==> src/adcrt_pkg.sv <==
package adcrt_pkg;
    // Core clock period in picoseconds (100 MHz)
    localparam int CLK_PERIOD_PS = 10000;
    // Conversion duration window, ns
    localparam int CONV_MIN_NS = 270;
    localparam int CONV_MAX_NS = 320;
    // Least time rounds up, longest rounds down
    localparam int CONV_MIN_CYC = (CONV_MIN_NS * 1000 + CLK_PERIOD_PS - 1) / CLK_PERIOD_PS;
    localparam int CONV_MAX_CYC = (CONV_MAX_NS * 1000) / CLK_PERIOD_PS;
    // Conversion length used by the block, inside the window
    localparam int CONV_CYC = CONV_MAX_CYC;
    // Result and status widths
    localparam int RESULT_W = 16;
    localparam int STATUS_W = 6;
    localparam int FRAME_W = RESULT_W + STATUS_W;
    // Reset values
    localparam logic [RESULT_W-1:0] RESULT_RST = 16'h0000;
    localparam logic [STATUS_W-1:0] STATUS_RST = 6'h00;

    typedef enum logic [1:0] {
        ADCRT_IDLE = 2'b00,
        ADCRT_CONV = 2'b01,
        ADCRT_DONE = 2'b10
    } adcrt_state_e;
endpackage : adcrt_pkg

==> src/adcrt_core.sv <==
`timescale 1ns/100ps
module adcrt_core
    import adcrt_pkg::*;
#(
    parameter int CONV_CYCLES = CONV_CYC
) (
    input wire logic core_clk_i,
    input wire logic rst_i,
    input wire logic convert_strobe_i,
    input wire logic sck_i,
    input wire logic sdi_i,
    input wire logic [RESULT_W-1:0] sample_i,
    input wire logic [STATUS_W-1:0] status_i,
    input wire logic status_en_i,
    input wire logic reg_read_i,
    input wire logic [RESULT_W-1:0] reg_rdata_i,
    output logic sdo_o,
    output logic sdo_oe_o,
    output logic busy_o,
    output logic chain_mode_o,
    output logic result_valid_o,
    output logic [RESULT_W-1:0] result_o,
    output logic [RESULT_W-1:0] wr_data_o,
    output logic wr_strobe_o
);
    // Elaboration check: a count outside the window breaks the result timing
    if (CONV_CYCLES < CONV_MIN_CYC || CONV_CYCLES > CONV_MAX_CYC) begin : g_bad_conv
        $error("adcrt_core: CONV_CYCLES outside conversion window");
    end

    localparam int CW = $clog2(CONV_MAX_CYC + 1);
    localparam int BW = $clog2(FRAME_W + 1);

    // Synchronised pins
    logic cnv_lvl;
    logic cnv_rise;
    logic cnv_fall;
    logic sck_lvl;
    logic sck_rise;
    logic sck_fall;
    logic sdi_lvl;

    adcrt_sync u_cnv (
        .core_clk_i(core_clk_i),
        .rst_i(rst_i),
        .async_i(convert_strobe_i),
        .level_o(cnv_lvl),
        .rise_o(cnv_rise),
        .fall_o(cnv_fall)
    );
    adcrt_sync u_sck (
        .core_clk_i(core_clk_i),
        .rst_i(rst_i),
        .async_i(sck_i),
        .level_o(sck_lvl),
        .rise_o(sck_rise),
        .fall_o(sck_fall)
    );
    adcrt_sync u_sdi (
        .core_clk_i(core_clk_i),
        .rst_i(rst_i),
        .async_i(sdi_i),
        .level_o(sdi_lvl),
        .rise_o(),
        .fall_o()
    );

    adcrt_state_e state_r;
    adcrt_state_e state_nxt;
    logic [CW-1:0] cnt_r;
    logic [FRAME_W-1:0] shift_r;
    logic [BW-1:0] bits_r;
    logic chain_r;
    logic sdo_r;
    logic oe_r;
    logic valid_r;
    logic [RESULT_W-1:0] result_r;
    logic [RESULT_W-1:0] wr_r;
    logic wr_stb_r;
    logic [BW-1:0] wr_bits_r;
    logic rd_r;
    logic busy_r;

    // Decode of events and frame control
    wire conv_done = (state_r == ADCRT_CONV) && (cnt_r == CW'(CONV_CYCLES - 1));
    wire [BW-1:0] frame_len = status_en_i ? BW'(FRAME_W) : BW'(RESULT_W);
    wire [FRAME_W-1:0] frame_load = status_en_i ? {sample_i, status_i}
                                                : {sample_i, STATUS_RST};
    wire sel_active = !chain_r && !cnv_lvl;
    wire chain_active = chain_r && cnv_lvl;
    wire shifting = (sel_active || chain_active) && (state_r == ADCRT_DONE || rd_r);
    wire last_fall = sck_fall && shifting && (bits_r == frame_len - BW'(1));
    wire wr_shift = sck_rise && !cnv_lvl && !chain_r && state_r == ADCRT_IDLE;
    wire wr_full = wr_shift && (wr_bits_r == BW'(RESULT_W - 1));
    // Rises during a conversion are ignored, mode and flags included
    wire start_ok = cnv_rise && (state_r != ADCRT_CONV);
    // Chain length follows the frame, so upstream bits land right behind it
    wire [FRAME_W-1:0] chain_long = {shift_r[FRAME_W-2:0], sdi_lvl};
    wire [FRAME_W-1:0] chain_short = {shift_r[FRAME_W-2:STATUS_W], sdi_lvl, STATUS_RST};
    wire [FRAME_W-1:0] chain_in = status_en_i ? chain_long : chain_short;

    // Conversion sequencing
    always_comb begin
        state_nxt = state_r;
        unique case (state_r)
            ADCRT_IDLE: if (cnv_rise) state_nxt = ADCRT_CONV;
            ADCRT_CONV: if (conv_done) state_nxt = ADCRT_DONE;
            ADCRT_DONE: if (cnv_rise) state_nxt = ADCRT_CONV;
            default: state_nxt = ADCRT_IDLE;
        endcase
    end

    always_ff @(posedge core_clk_i or posedge rst_i) begin
        if (rst_i) begin
            state_r <= ADCRT_IDLE;
            cnt_r <= '0;
            busy_r <= 1'b0;
        end else begin
            state_r <= state_nxt;
            busy_r <= (state_nxt == ADCRT_CONV); // Registered copy of the state decode
            cnt_r <= (state_r == ADCRT_CONV && !conv_done) ? cnt_r + CW'(1) : '0;
        end
    end

    // Mode pick: serial input level at the strobe rise
    always_ff @(posedge core_clk_i or posedge rst_i) begin
        if (rst_i) begin
            chain_r <= 1'b0;
            rd_r <= 1'b0;
        end else if (start_ok) begin
            chain_r <= !sdi_lvl;
            rd_r <= 1'b0;
        end else if (cnv_fall && reg_read_i && state_r != ADCRT_CONV) begin
            rd_r <= 1'b1;
        end
    end

    // Result shift path; chain mode pulls the upstream bits in behind
    always_ff @(posedge core_clk_i or posedge rst_i) begin
        if (rst_i) begin
            shift_r <= '0;
            bits_r <= '0;
            valid_r <= 1'b0;
            result_r <= RESULT_RST;
        end else if (conv_done) begin
            shift_r <= frame_load;
            bits_r <= '0;
            valid_r <= 1'b1;
            result_r <= sample_i;
        end else if (cnv_fall && reg_read_i && state_r != ADCRT_CONV) begin
            shift_r <= {reg_rdata_i, STATUS_RST};
            bits_r <= '0;
        end else begin
            if (start_ok) valid_r <= 1'b0;
            if (sck_rise && chain_active && state_r == ADCRT_DONE)
                shift_r <= chain_in;
            else if (sck_fall && sel_active && shifting)
                shift_r <= {shift_r[FRAME_W-2:0], 1'b0};
            if (sck_fall && shifting && bits_r != frame_len)
                bits_r <= bits_r + BW'(1);
        end
    end

    // Output pin: one cycle after the synchronised edge, well past hold
    always_ff @(posedge core_clk_i or posedge rst_i) begin
        if (rst_i) begin
            sdo_r <= 1'b0;
            oe_r <= 1'b0;
        end else begin
            sdo_r <= shift_r[FRAME_W-1];
            if (chain_r)
                oe_r <= 1'b1; // Chain output always driven
            else if (cnv_fall) // Level still reads high while the fall is seen
                oe_r <= 1'b1;
            else if (cnv_lvl || last_fall)
                oe_r <= 1'b0;
        end
    end

    // Register write capture, sixteen bits most significant first
    always_ff @(posedge core_clk_i or posedge rst_i) begin
        if (rst_i) begin
            wr_r <= '0;
            wr_bits_r <= '0;
            wr_stb_r <= 1'b0;
        end else begin
            wr_stb_r <= wr_full;
            if (cnv_rise)
                wr_bits_r <= '0;
            else if (wr_shift) begin
                wr_r <= {wr_r[RESULT_W-2:0], sdi_lvl};
                wr_bits_r <= wr_full ? '0 : wr_bits_r + BW'(1);
            end
        end
    end

    assign sdo_o = sdo_r;
    assign sdo_oe_o = oe_r;
    assign busy_o = busy_r;
    assign chain_mode_o = chain_r;
    assign result_valid_o = valid_r;
    assign result_o = result_r;
    assign wr_data_o = wr_r;
    assign wr_strobe_o = wr_stb_r;
endmodule : adcrt_core

==> src/adcrt_sync.sv <==
`timescale 1ns/100ps
// Three-stage synchroniser; a change counts when stages two and three agree
module adcrt_sync (
    input wire logic core_clk_i,
    input wire logic rst_i,
    input wire logic async_i,
    output logic level_o,
    output logic rise_o,
    output logic fall_o
);
    logic s1_r;
    logic s2_r;
    logic s3_r;
    logic lvl_r;
    logic agree;
    logic lvl_nxt;

    assign agree = (s2_r == s3_r);
    assign lvl_nxt = agree ? s3_r : lvl_r;
    assign level_o = lvl_r;
    assign rise_o = agree && s3_r && !lvl_r;
    assign fall_o = agree && !s3_r && lvl_r;

    // Stage one feeds stage two only
    always_ff @(posedge core_clk_i or posedge rst_i) begin
        if (rst_i) begin
            s1_r <= 1'b0;
            s2_r <= 1'b0;
            s3_r <= 1'b0;
            lvl_r <= 1'b0;
        end else begin
            s1_r <= async_i;
            s2_r <= s1_r;
            s3_r <= s2_r;
            lvl_r <= lvl_nxt;
        end
    end
endmodule : adcrt_sync

==> config.mk <==
export PLATFORM = sky130hd
export DESIGN_NAME = adcrt_core
export DESIGN_NICKNAME = d
export VERILOG_FILES = /design/src/adcrt_pkg.sv /design/src/adcrt_core.sv /design/src/adcrt_sync.sv
export SDC_FILE = /design/constraint.sdc
export NUM_CORES = 1
export LEC_CHECK = 0
export ABC_CLOCK_PERIOD_IN_PS = 6000
export BUFFER_PORTS_ARGS = -buffer_cell sky130_fd_sc_hd__buf_4
export CAP_MARGIN = 40
export CORE_AREA = 4 4 132 134
export DETAILED_ROUTE_END_ITERATION = 7
export DIE_AREA = 0 0 136 138
export PLACE_DENSITY = 0.4
export SLEW_MARGIN = 40
export SYNTH_ARGS = -nofsm -noshare
export SYNTH_HDL_FRONTEND = slang
export SYNTH_SLANG_ARGS = --single-unit
==> constraint.sdc <==
create_clock -name core_clk_i -period 6 [get_ports core_clk_i]
set_input_delay 0.6 -clock core_clk_i [delete_from_list [all_inputs] [get_ports core_clk_i]]
set_output_delay 0.6 -clock core_clk_i [all_outputs]
set_load 0.01 [all_outputs]
Word level (Yosys, flattened, before mapping). Cells that the tools add are included.

Flip-flop bits (word level): 91. Bits of input ports: 45. Logic and storage cells: 115.

Add/subtract/negate cells: 4. Equal/unequal tests: 12. Multiplexer cells: 25. Bitwise logic cells: 1. Reductions and logical operators: 47.

Operators by type and width (count): $mux W22 (4); $mux W5 (6); $logic_and A1 B1 Y1 (27); $mux W6 (2); $add A5 B1 Y5 const B (2); $mux W1 (8); $logic_not A1 Y1 (7); $mux W7 (1); $add A6 B1 Y6 const B (1); $eq A6 B5 Y1 const B (1); $reduce_bool A2 Y1 (3); $reduce_bool A3 Y1 (2); $eq A5 B4 Y1 const B (1); $eq A5 B5 Y1 (1); $ne A5 B5 Y1 (1); $sub A5 B1 Y5 const B (1); $eq A2 B1 Y1 const B (2); $mux W2 (2); $pmux W2 S2 (1); $reduce_and A2 Y1 (2); $reduce_bool A4 Y1 (1); $eq A1 B1 Y1 (3); $logic_or A1 B1 Y1 (3); $mux W3 (1); 6 further kinds (6).

Longest topological paths before layout.
Word-level depth: 10. Mapped depth: 8. Depth with buffers taken out: 7.

Modules after synthesis. A second synthesis with hierarchy kept.

Cells, all modules: 383. Area, all modules: 4056.4 µm².

Modules (own cells, without submodules): adcrt_core (instances 1, cells an instance 347, area each 3564.7 µm², seq. area each 1976.9 µm²); adcrt_sync (instances 3, cells an instance 12, area each 163.9 µm², seq. area each 100.1 µm²).

Worst setup path before layout. No wires, ideal clock.

Path kind: register to register. From: register chain_r (netlist: chain_mode_o). To: register wr_r[0] (netlist: wr_data_o[0]). Data arrival time: 1.662 ns. Data required time: 5.875 ns. Path slack: 4.214 ns. Stages on the path, launching flop included: 5. Buffers on the path: 1. Period minus slack after synthesis: 1.786 ns. Cell sequence: dfrtp_1 > or3_4 > nor3_4 > buf_6 > mux2_2.

Longest elaborated chain between the ends: 4.

Ends and longest elaborated chain: start, declared (RTL line adcrt_core.sv:73) `logic chain_r;`; start signal, assigned (RTL line adcrt_core.sv:131) `chain_r <= !sdi_lvl;`; $logic_not A1 Y1 (RTL line adcrt_core.sv:93) `wire wr_shift = sck_rise && !cnv_lvl && !chain_r && state_r == ADCRT_IDLE;`; $logic_and A1 B1 Y1 (2 in series) (RTL line adcrt_core.sv:93); $reduce_and A2 Y1 (no source line); end signal, assigned (RTL line adcrt_core.sv:191) `wr_r <= {wr_r[RESULT_W-2:0], sdi_lvl};`; end, declared (RTL line adcrt_core.sv:78) `logic [RESULT_W-1:0] wr_r;`.

Every way passes these cells. A chain may end at the register's enable or synchronous reset.

Final worst setup path.
From: register u_cnv.s3_r. To: register shift_r[11].

Longest elaborated chain between the ends: 7. Elaborated cells between the ends (all ways): 9. Those cells by class: eq/ne: 1; mux: 2; reduce/logical: 6.

Ends and longest elaborated chain: start, declared (RTL line adcrt_sync.sv:13) `logic s3_r;`; start signal, assigned (RTL line adcrt_sync.sv:34) `s3_r <= s2_r;`; $eq A1 B1 Y1 or $logic_not A1 Y1 (tied branches) (RTL line adcrt_sync.sv:18, adcrt_sync.sv:22); $logic_and A1 B1 Y1 * (2 in series) (RTL line adcrt_sync.sv:22) `assign fall_o = agree && !s3_r && lvl_r;`; $logic_and A1 B1 Y1 * (2 in series) (RTL line adcrt_core.sv:150) `end else if (cnv_fall && reg_read_i && state_r != ADCRT_CONV) begin`; $mux W22 (RTL line adcrt_core.sv:150); $mux W22 (RTL line adcrt_core.sv:145) `end else if (conv_done) begin`; end signal, assigned (RTL line adcrt_core.sv:146) `shift_r <= frame_load;`; end signal, assigned (RTL line adcrt_core.sv:151) `shift_r <= {reg_rdata_i, STATUS_RST};`; end signal, assigned (RTL line adcrt_core.sv:156) `shift_r <= chain_in;`; end, declared (RTL line adcrt_core.sv:71) `logic [FRAME_W-1:0] shift_r;`.

Mark *: on every way between the ends. The rest lies on a longest branch, timed or not.

==> summary.md <==
| Metric | Value |
|---|---|
| Outcome | `finished clean` |
| Root Buffer | `clkbuf_16` |
| Crit-path max FO | `32` |
| Core area | `0.01629 mm^2` |
| Hold_buf cts | `0` |
| Total number of vias | `between 2000 and 3000` |
| Finished Cell Area | `roughly 0.0051 mm^2` |
| Max Clk Rate | `448.9 MHz` |
| Commonest non-fill, non-tap cell in the layout | `dfrtp_1` |
| Height of the chip | `between 100 and 150 um` |
| Fillers | `between 1500 and 2000` |
| Clock skew | `between 0.01 and 0.015 ns` |
| Worst setup EP type | `flop` |
| First-pass GRT wire length | `roughly 16000 um` |
| Sink Count | `91` |
| Reg clk slew, reported paths | `roughly 0.070 ns` |
| Synth cell types | `45` |
| Final setup viols | `0` |
| IR drop worst, VDD | `around 0.00016 V` |
| Flop pwr share | `47.5%` |
| Setup bufs post-CTS | `0` |
| Max_cap viols | `0` |
| # diodes | `0` |
| Pins Over Slew Limit | `0` |
| Die X | `136 um` |
| DRC | `0` |
| Final Non-Filler Cells | `about 700` |
| Max-slew headroom | `52.17%` |
| Psw | `0.0005225 W` |
| Dominant cells by area after synthesis | `dfrtp_1 (57%), nand2_1 (8.2%), mux2_2 (4.8%), nor2_1 (3.7%), a21oi_1 (3.6%)` |
| Syn_nets | `approximately 450` |
| Iter 0 DRT Violations | `121` |
| PostCTS Resize Cnt | `0` |
| Total grt overflow | `0` |
| Fin. Hold Viols | `0` |
| Multi-input gate area | `between 0.0015 and 0.002 mm^2` |
| Initial antenna violation count | `0` |
| Max H-tree Level | `3` |
| Row cnt | `47` |
| Detail Placement HPWL | `around 6700 um` |
| Die footprint | `0.01877 mm^2` |
| Clock buffer count from CTS | `9` |
| Post-route ant nets | `0` |
| Reg2reg setup slack | `~3.8 ns` |
| Mapped Area | `approximately 0.0040 mm^2` |
| Fraction of layout cells with a size suffix above 1 | `between 20% and 30%` |
| Internal | `around 0.0012 W` |
| I/O Buffers | `82` |
| Worst-Margin Slew | `between 0.7 and 0.8 ns` |
| Sw frac | `29.78%` |
| Reg2Reg Depth | `7` |
| CTS tree | `done` |
| Crit path DAT | `2.43 ns` |
| Comb pwr share | `just over 20%` |
| Pwr Density | `approximately 340 mW/mm^2` |
| Hold WC Path Type | `input pin to asynchronous set/reset pin` |
| DR pass1 iterations | `4` |
| Gate Count Post-Synth | `slightly below 400` |
| Reg2reg start | `u_cnv.s3_r$_DFF_PP0_` |
| Worst r2r dst | `shift_r[11]$_DFFE_PP0P_` |
| # IOs | `83` |
| Flops & latches, synth | `91` |
| Avg Inst Size Synth | `around 10 um^2` |
| Required time of the worst setup path | `between 6 and 7 ns` |
| WS Path Type | `flop to flop` |
| Starting Density | `between 20% and 30%` |
| Largest area contributor in the netlist | `dfrtp_1` |
| DP Worst Slack | `roughly 3.6 ns` |
| Vias in the first global route | `between 3000 and 4000` |
| Final setup TNS | `0 ns` |
| Share of the synthesized area in the top cell type | `56.82%` |
| Part of the power in the clock network | `between 30% and 40%` |
| Tmin final | `between 2 and 2.5 ns` |
| Inst Count DP | `682` |
| Via/cell ratio | `~4.3` |
| Worst hold margin | `~0.15 ns` |
| Total Routing Usage GR | `a little over a tenth` |
| Total Wirelength | `a little under 10000 um` |
| RSZ-0062 raised after global routing | `no` |
| Area growth syn-to-layout | `28.13%` |
| Period utilization | `between 30% and 40%` |
| Largest net degree at the start of global routing | `83` |
| Reg area | `0.002277 mm^2` |
| Clock Tree Buf Depth | `2` |
| Worst-skew pair later-pin latency | `roughly 0.35 ns` |
| CP Launch Type | `flop` |
| GPL Wtd Cong | `about 0.75` |
| Most frequent cells in the layout | `dfrtp_1 (91), nand2_1 (88), buf_4 (83), nor2_1 (38), a21oi_1 (29)` |
| Post-Place Cell Area | `between 0.004 and 0.005 mm^2` |
| Seq/Total Area, Yosys | `between 50% and 60%` |
| Min setup slack post-route | `roughly 3.8 ns` |
| Final #Nets | `approximately 530` |
| Post-DR wirelength/cell | `13.80 um` |
| Number of synthesis warnings | `0` |
| Leak | `2.375 nW` |
==> synthesized netlist by cell type (all sizes together) <==
master	number
nor4bb	1
or3	2
ha	9
nor4	2
and2	2
a22oi	1
or4	1
nor2b	2
nand4b	1
a2111o	1
o211ai	1
nand2	88
inv	12
mux2	17
nor2	39
xnor2	3
o21ai	25
maj3	1
a211oi	1
dfrtp	91
nor3b	2
nor3	2
nand3	10
a21boi	1
nand4	2
o31ai	1
nand2b	3
o2bb2ai	10
o21a	1
a31oi	6
a21oi	29
buf	14
xor2	6
and3	4
==> how the worst max path moves through the flow <==
stage          cells past startpoint  slack [ns]                 endpoint                 start
3_5_place_dp                       6        3.63  shift_r[12]$_DFFE_PP0P_            reg_read_i
4_1_cts                            7        3.70  shift_r[12]$_DFFE_PP0P_  u_cnv.s3_r$_DFF_PP0_
2_1_floorplan                      1        3.04    bits_r[0]$_DFFE_PP0P_                 rst_i
6_report                           7        3.77  shift_r[11]$_DFFE_PP0P_  u_cnv.s3_r$_DFF_PP0_
5_1_grt                            7        3.51  shift_r[14]$_DFFE_PP0P_  u_cnv.s2_r$_DFF_PP0_
3_3_place_gp                       6        3.62  shift_r[16]$_DFFE_PP0P_            reg_read_i
==> layout make-up <==
cell class / instances / share of cell area (%)
well taps: 220 / 5.361
inverters: 12 / 0.9016
multi-input cells: 274 / 30.95
repair buffers: 85 / 12.62
clock inverters: 5 / 0.9016
flip-flops and latches: 91 / 44.35
clock buffers: 11 / 4.922
==> sequential cells by signal (all words and copies together) (netlist names), 2 cells and up <==
signal     flops
bits_r         5
cnt_r          6
result_o      16
shift_r       22
state_r        2
wr_bits_r      5
wr_data_o     16
==> routing by layer <==
layer,GRT usage (%),part of all wire [%],up-vias
met5,0,0,-
li1,-,-,1493
met2,15.54,45,64
met4,4.297,1.3,0
met3,3.089,5.5,9
met1,14.52,48,1430
==> power by group through the flow <==
| stage | Sequential, W | Clock (W) | Combinational [W] |
|---|---|---|---|
| after detailed placement | 0.000844 | 0 | 0.000364 |
| after global placement | 0.000847 | 0 | 0.000349 |
| final | 0.000834 | 0.000566 | 0.000355 |
| after global routing | 0.000852 | 0.000611 | 0.000410 |
| after CTS | 0.000834 | 0.000590 | 0.000364 |
| after floorplan | 0.000836 | 0 | 0.000232 |
==> worst max-delay path: stages, from the launching register on <==
cell,delay (ns)
dfrtp_1,0.35
inv_1,0.06
ha_1,0.21
nand3_1,0.14
nand2b_1,0.50
nand4_4,0.52
nor2_1,0.23
a21oi_1,0.06
==> through the flow <==
stage,utilization (%),total power (W)
after floorplan,-,0.001068
after global placement,29.56,0.001196
after detailed placement,29.67,0.001207
after CTS,31.51,0.001788
after global routing,31.52,0.001873
final,31.52,0.001755
==> cell families after synthesis <==
kind of cell,count (synthesis),share of synthesized area [%]
xor gates and xnor gates,9,1.967
buffers and inverters,26,3.746
and+or+nand+nor,161,18.26
muxes,17,4.777
DFF,91,56.82
AOI/OAI and AO/OA,77,11.36
adders and majority gates,10,3.060
(Power assumes the default switching activity.)
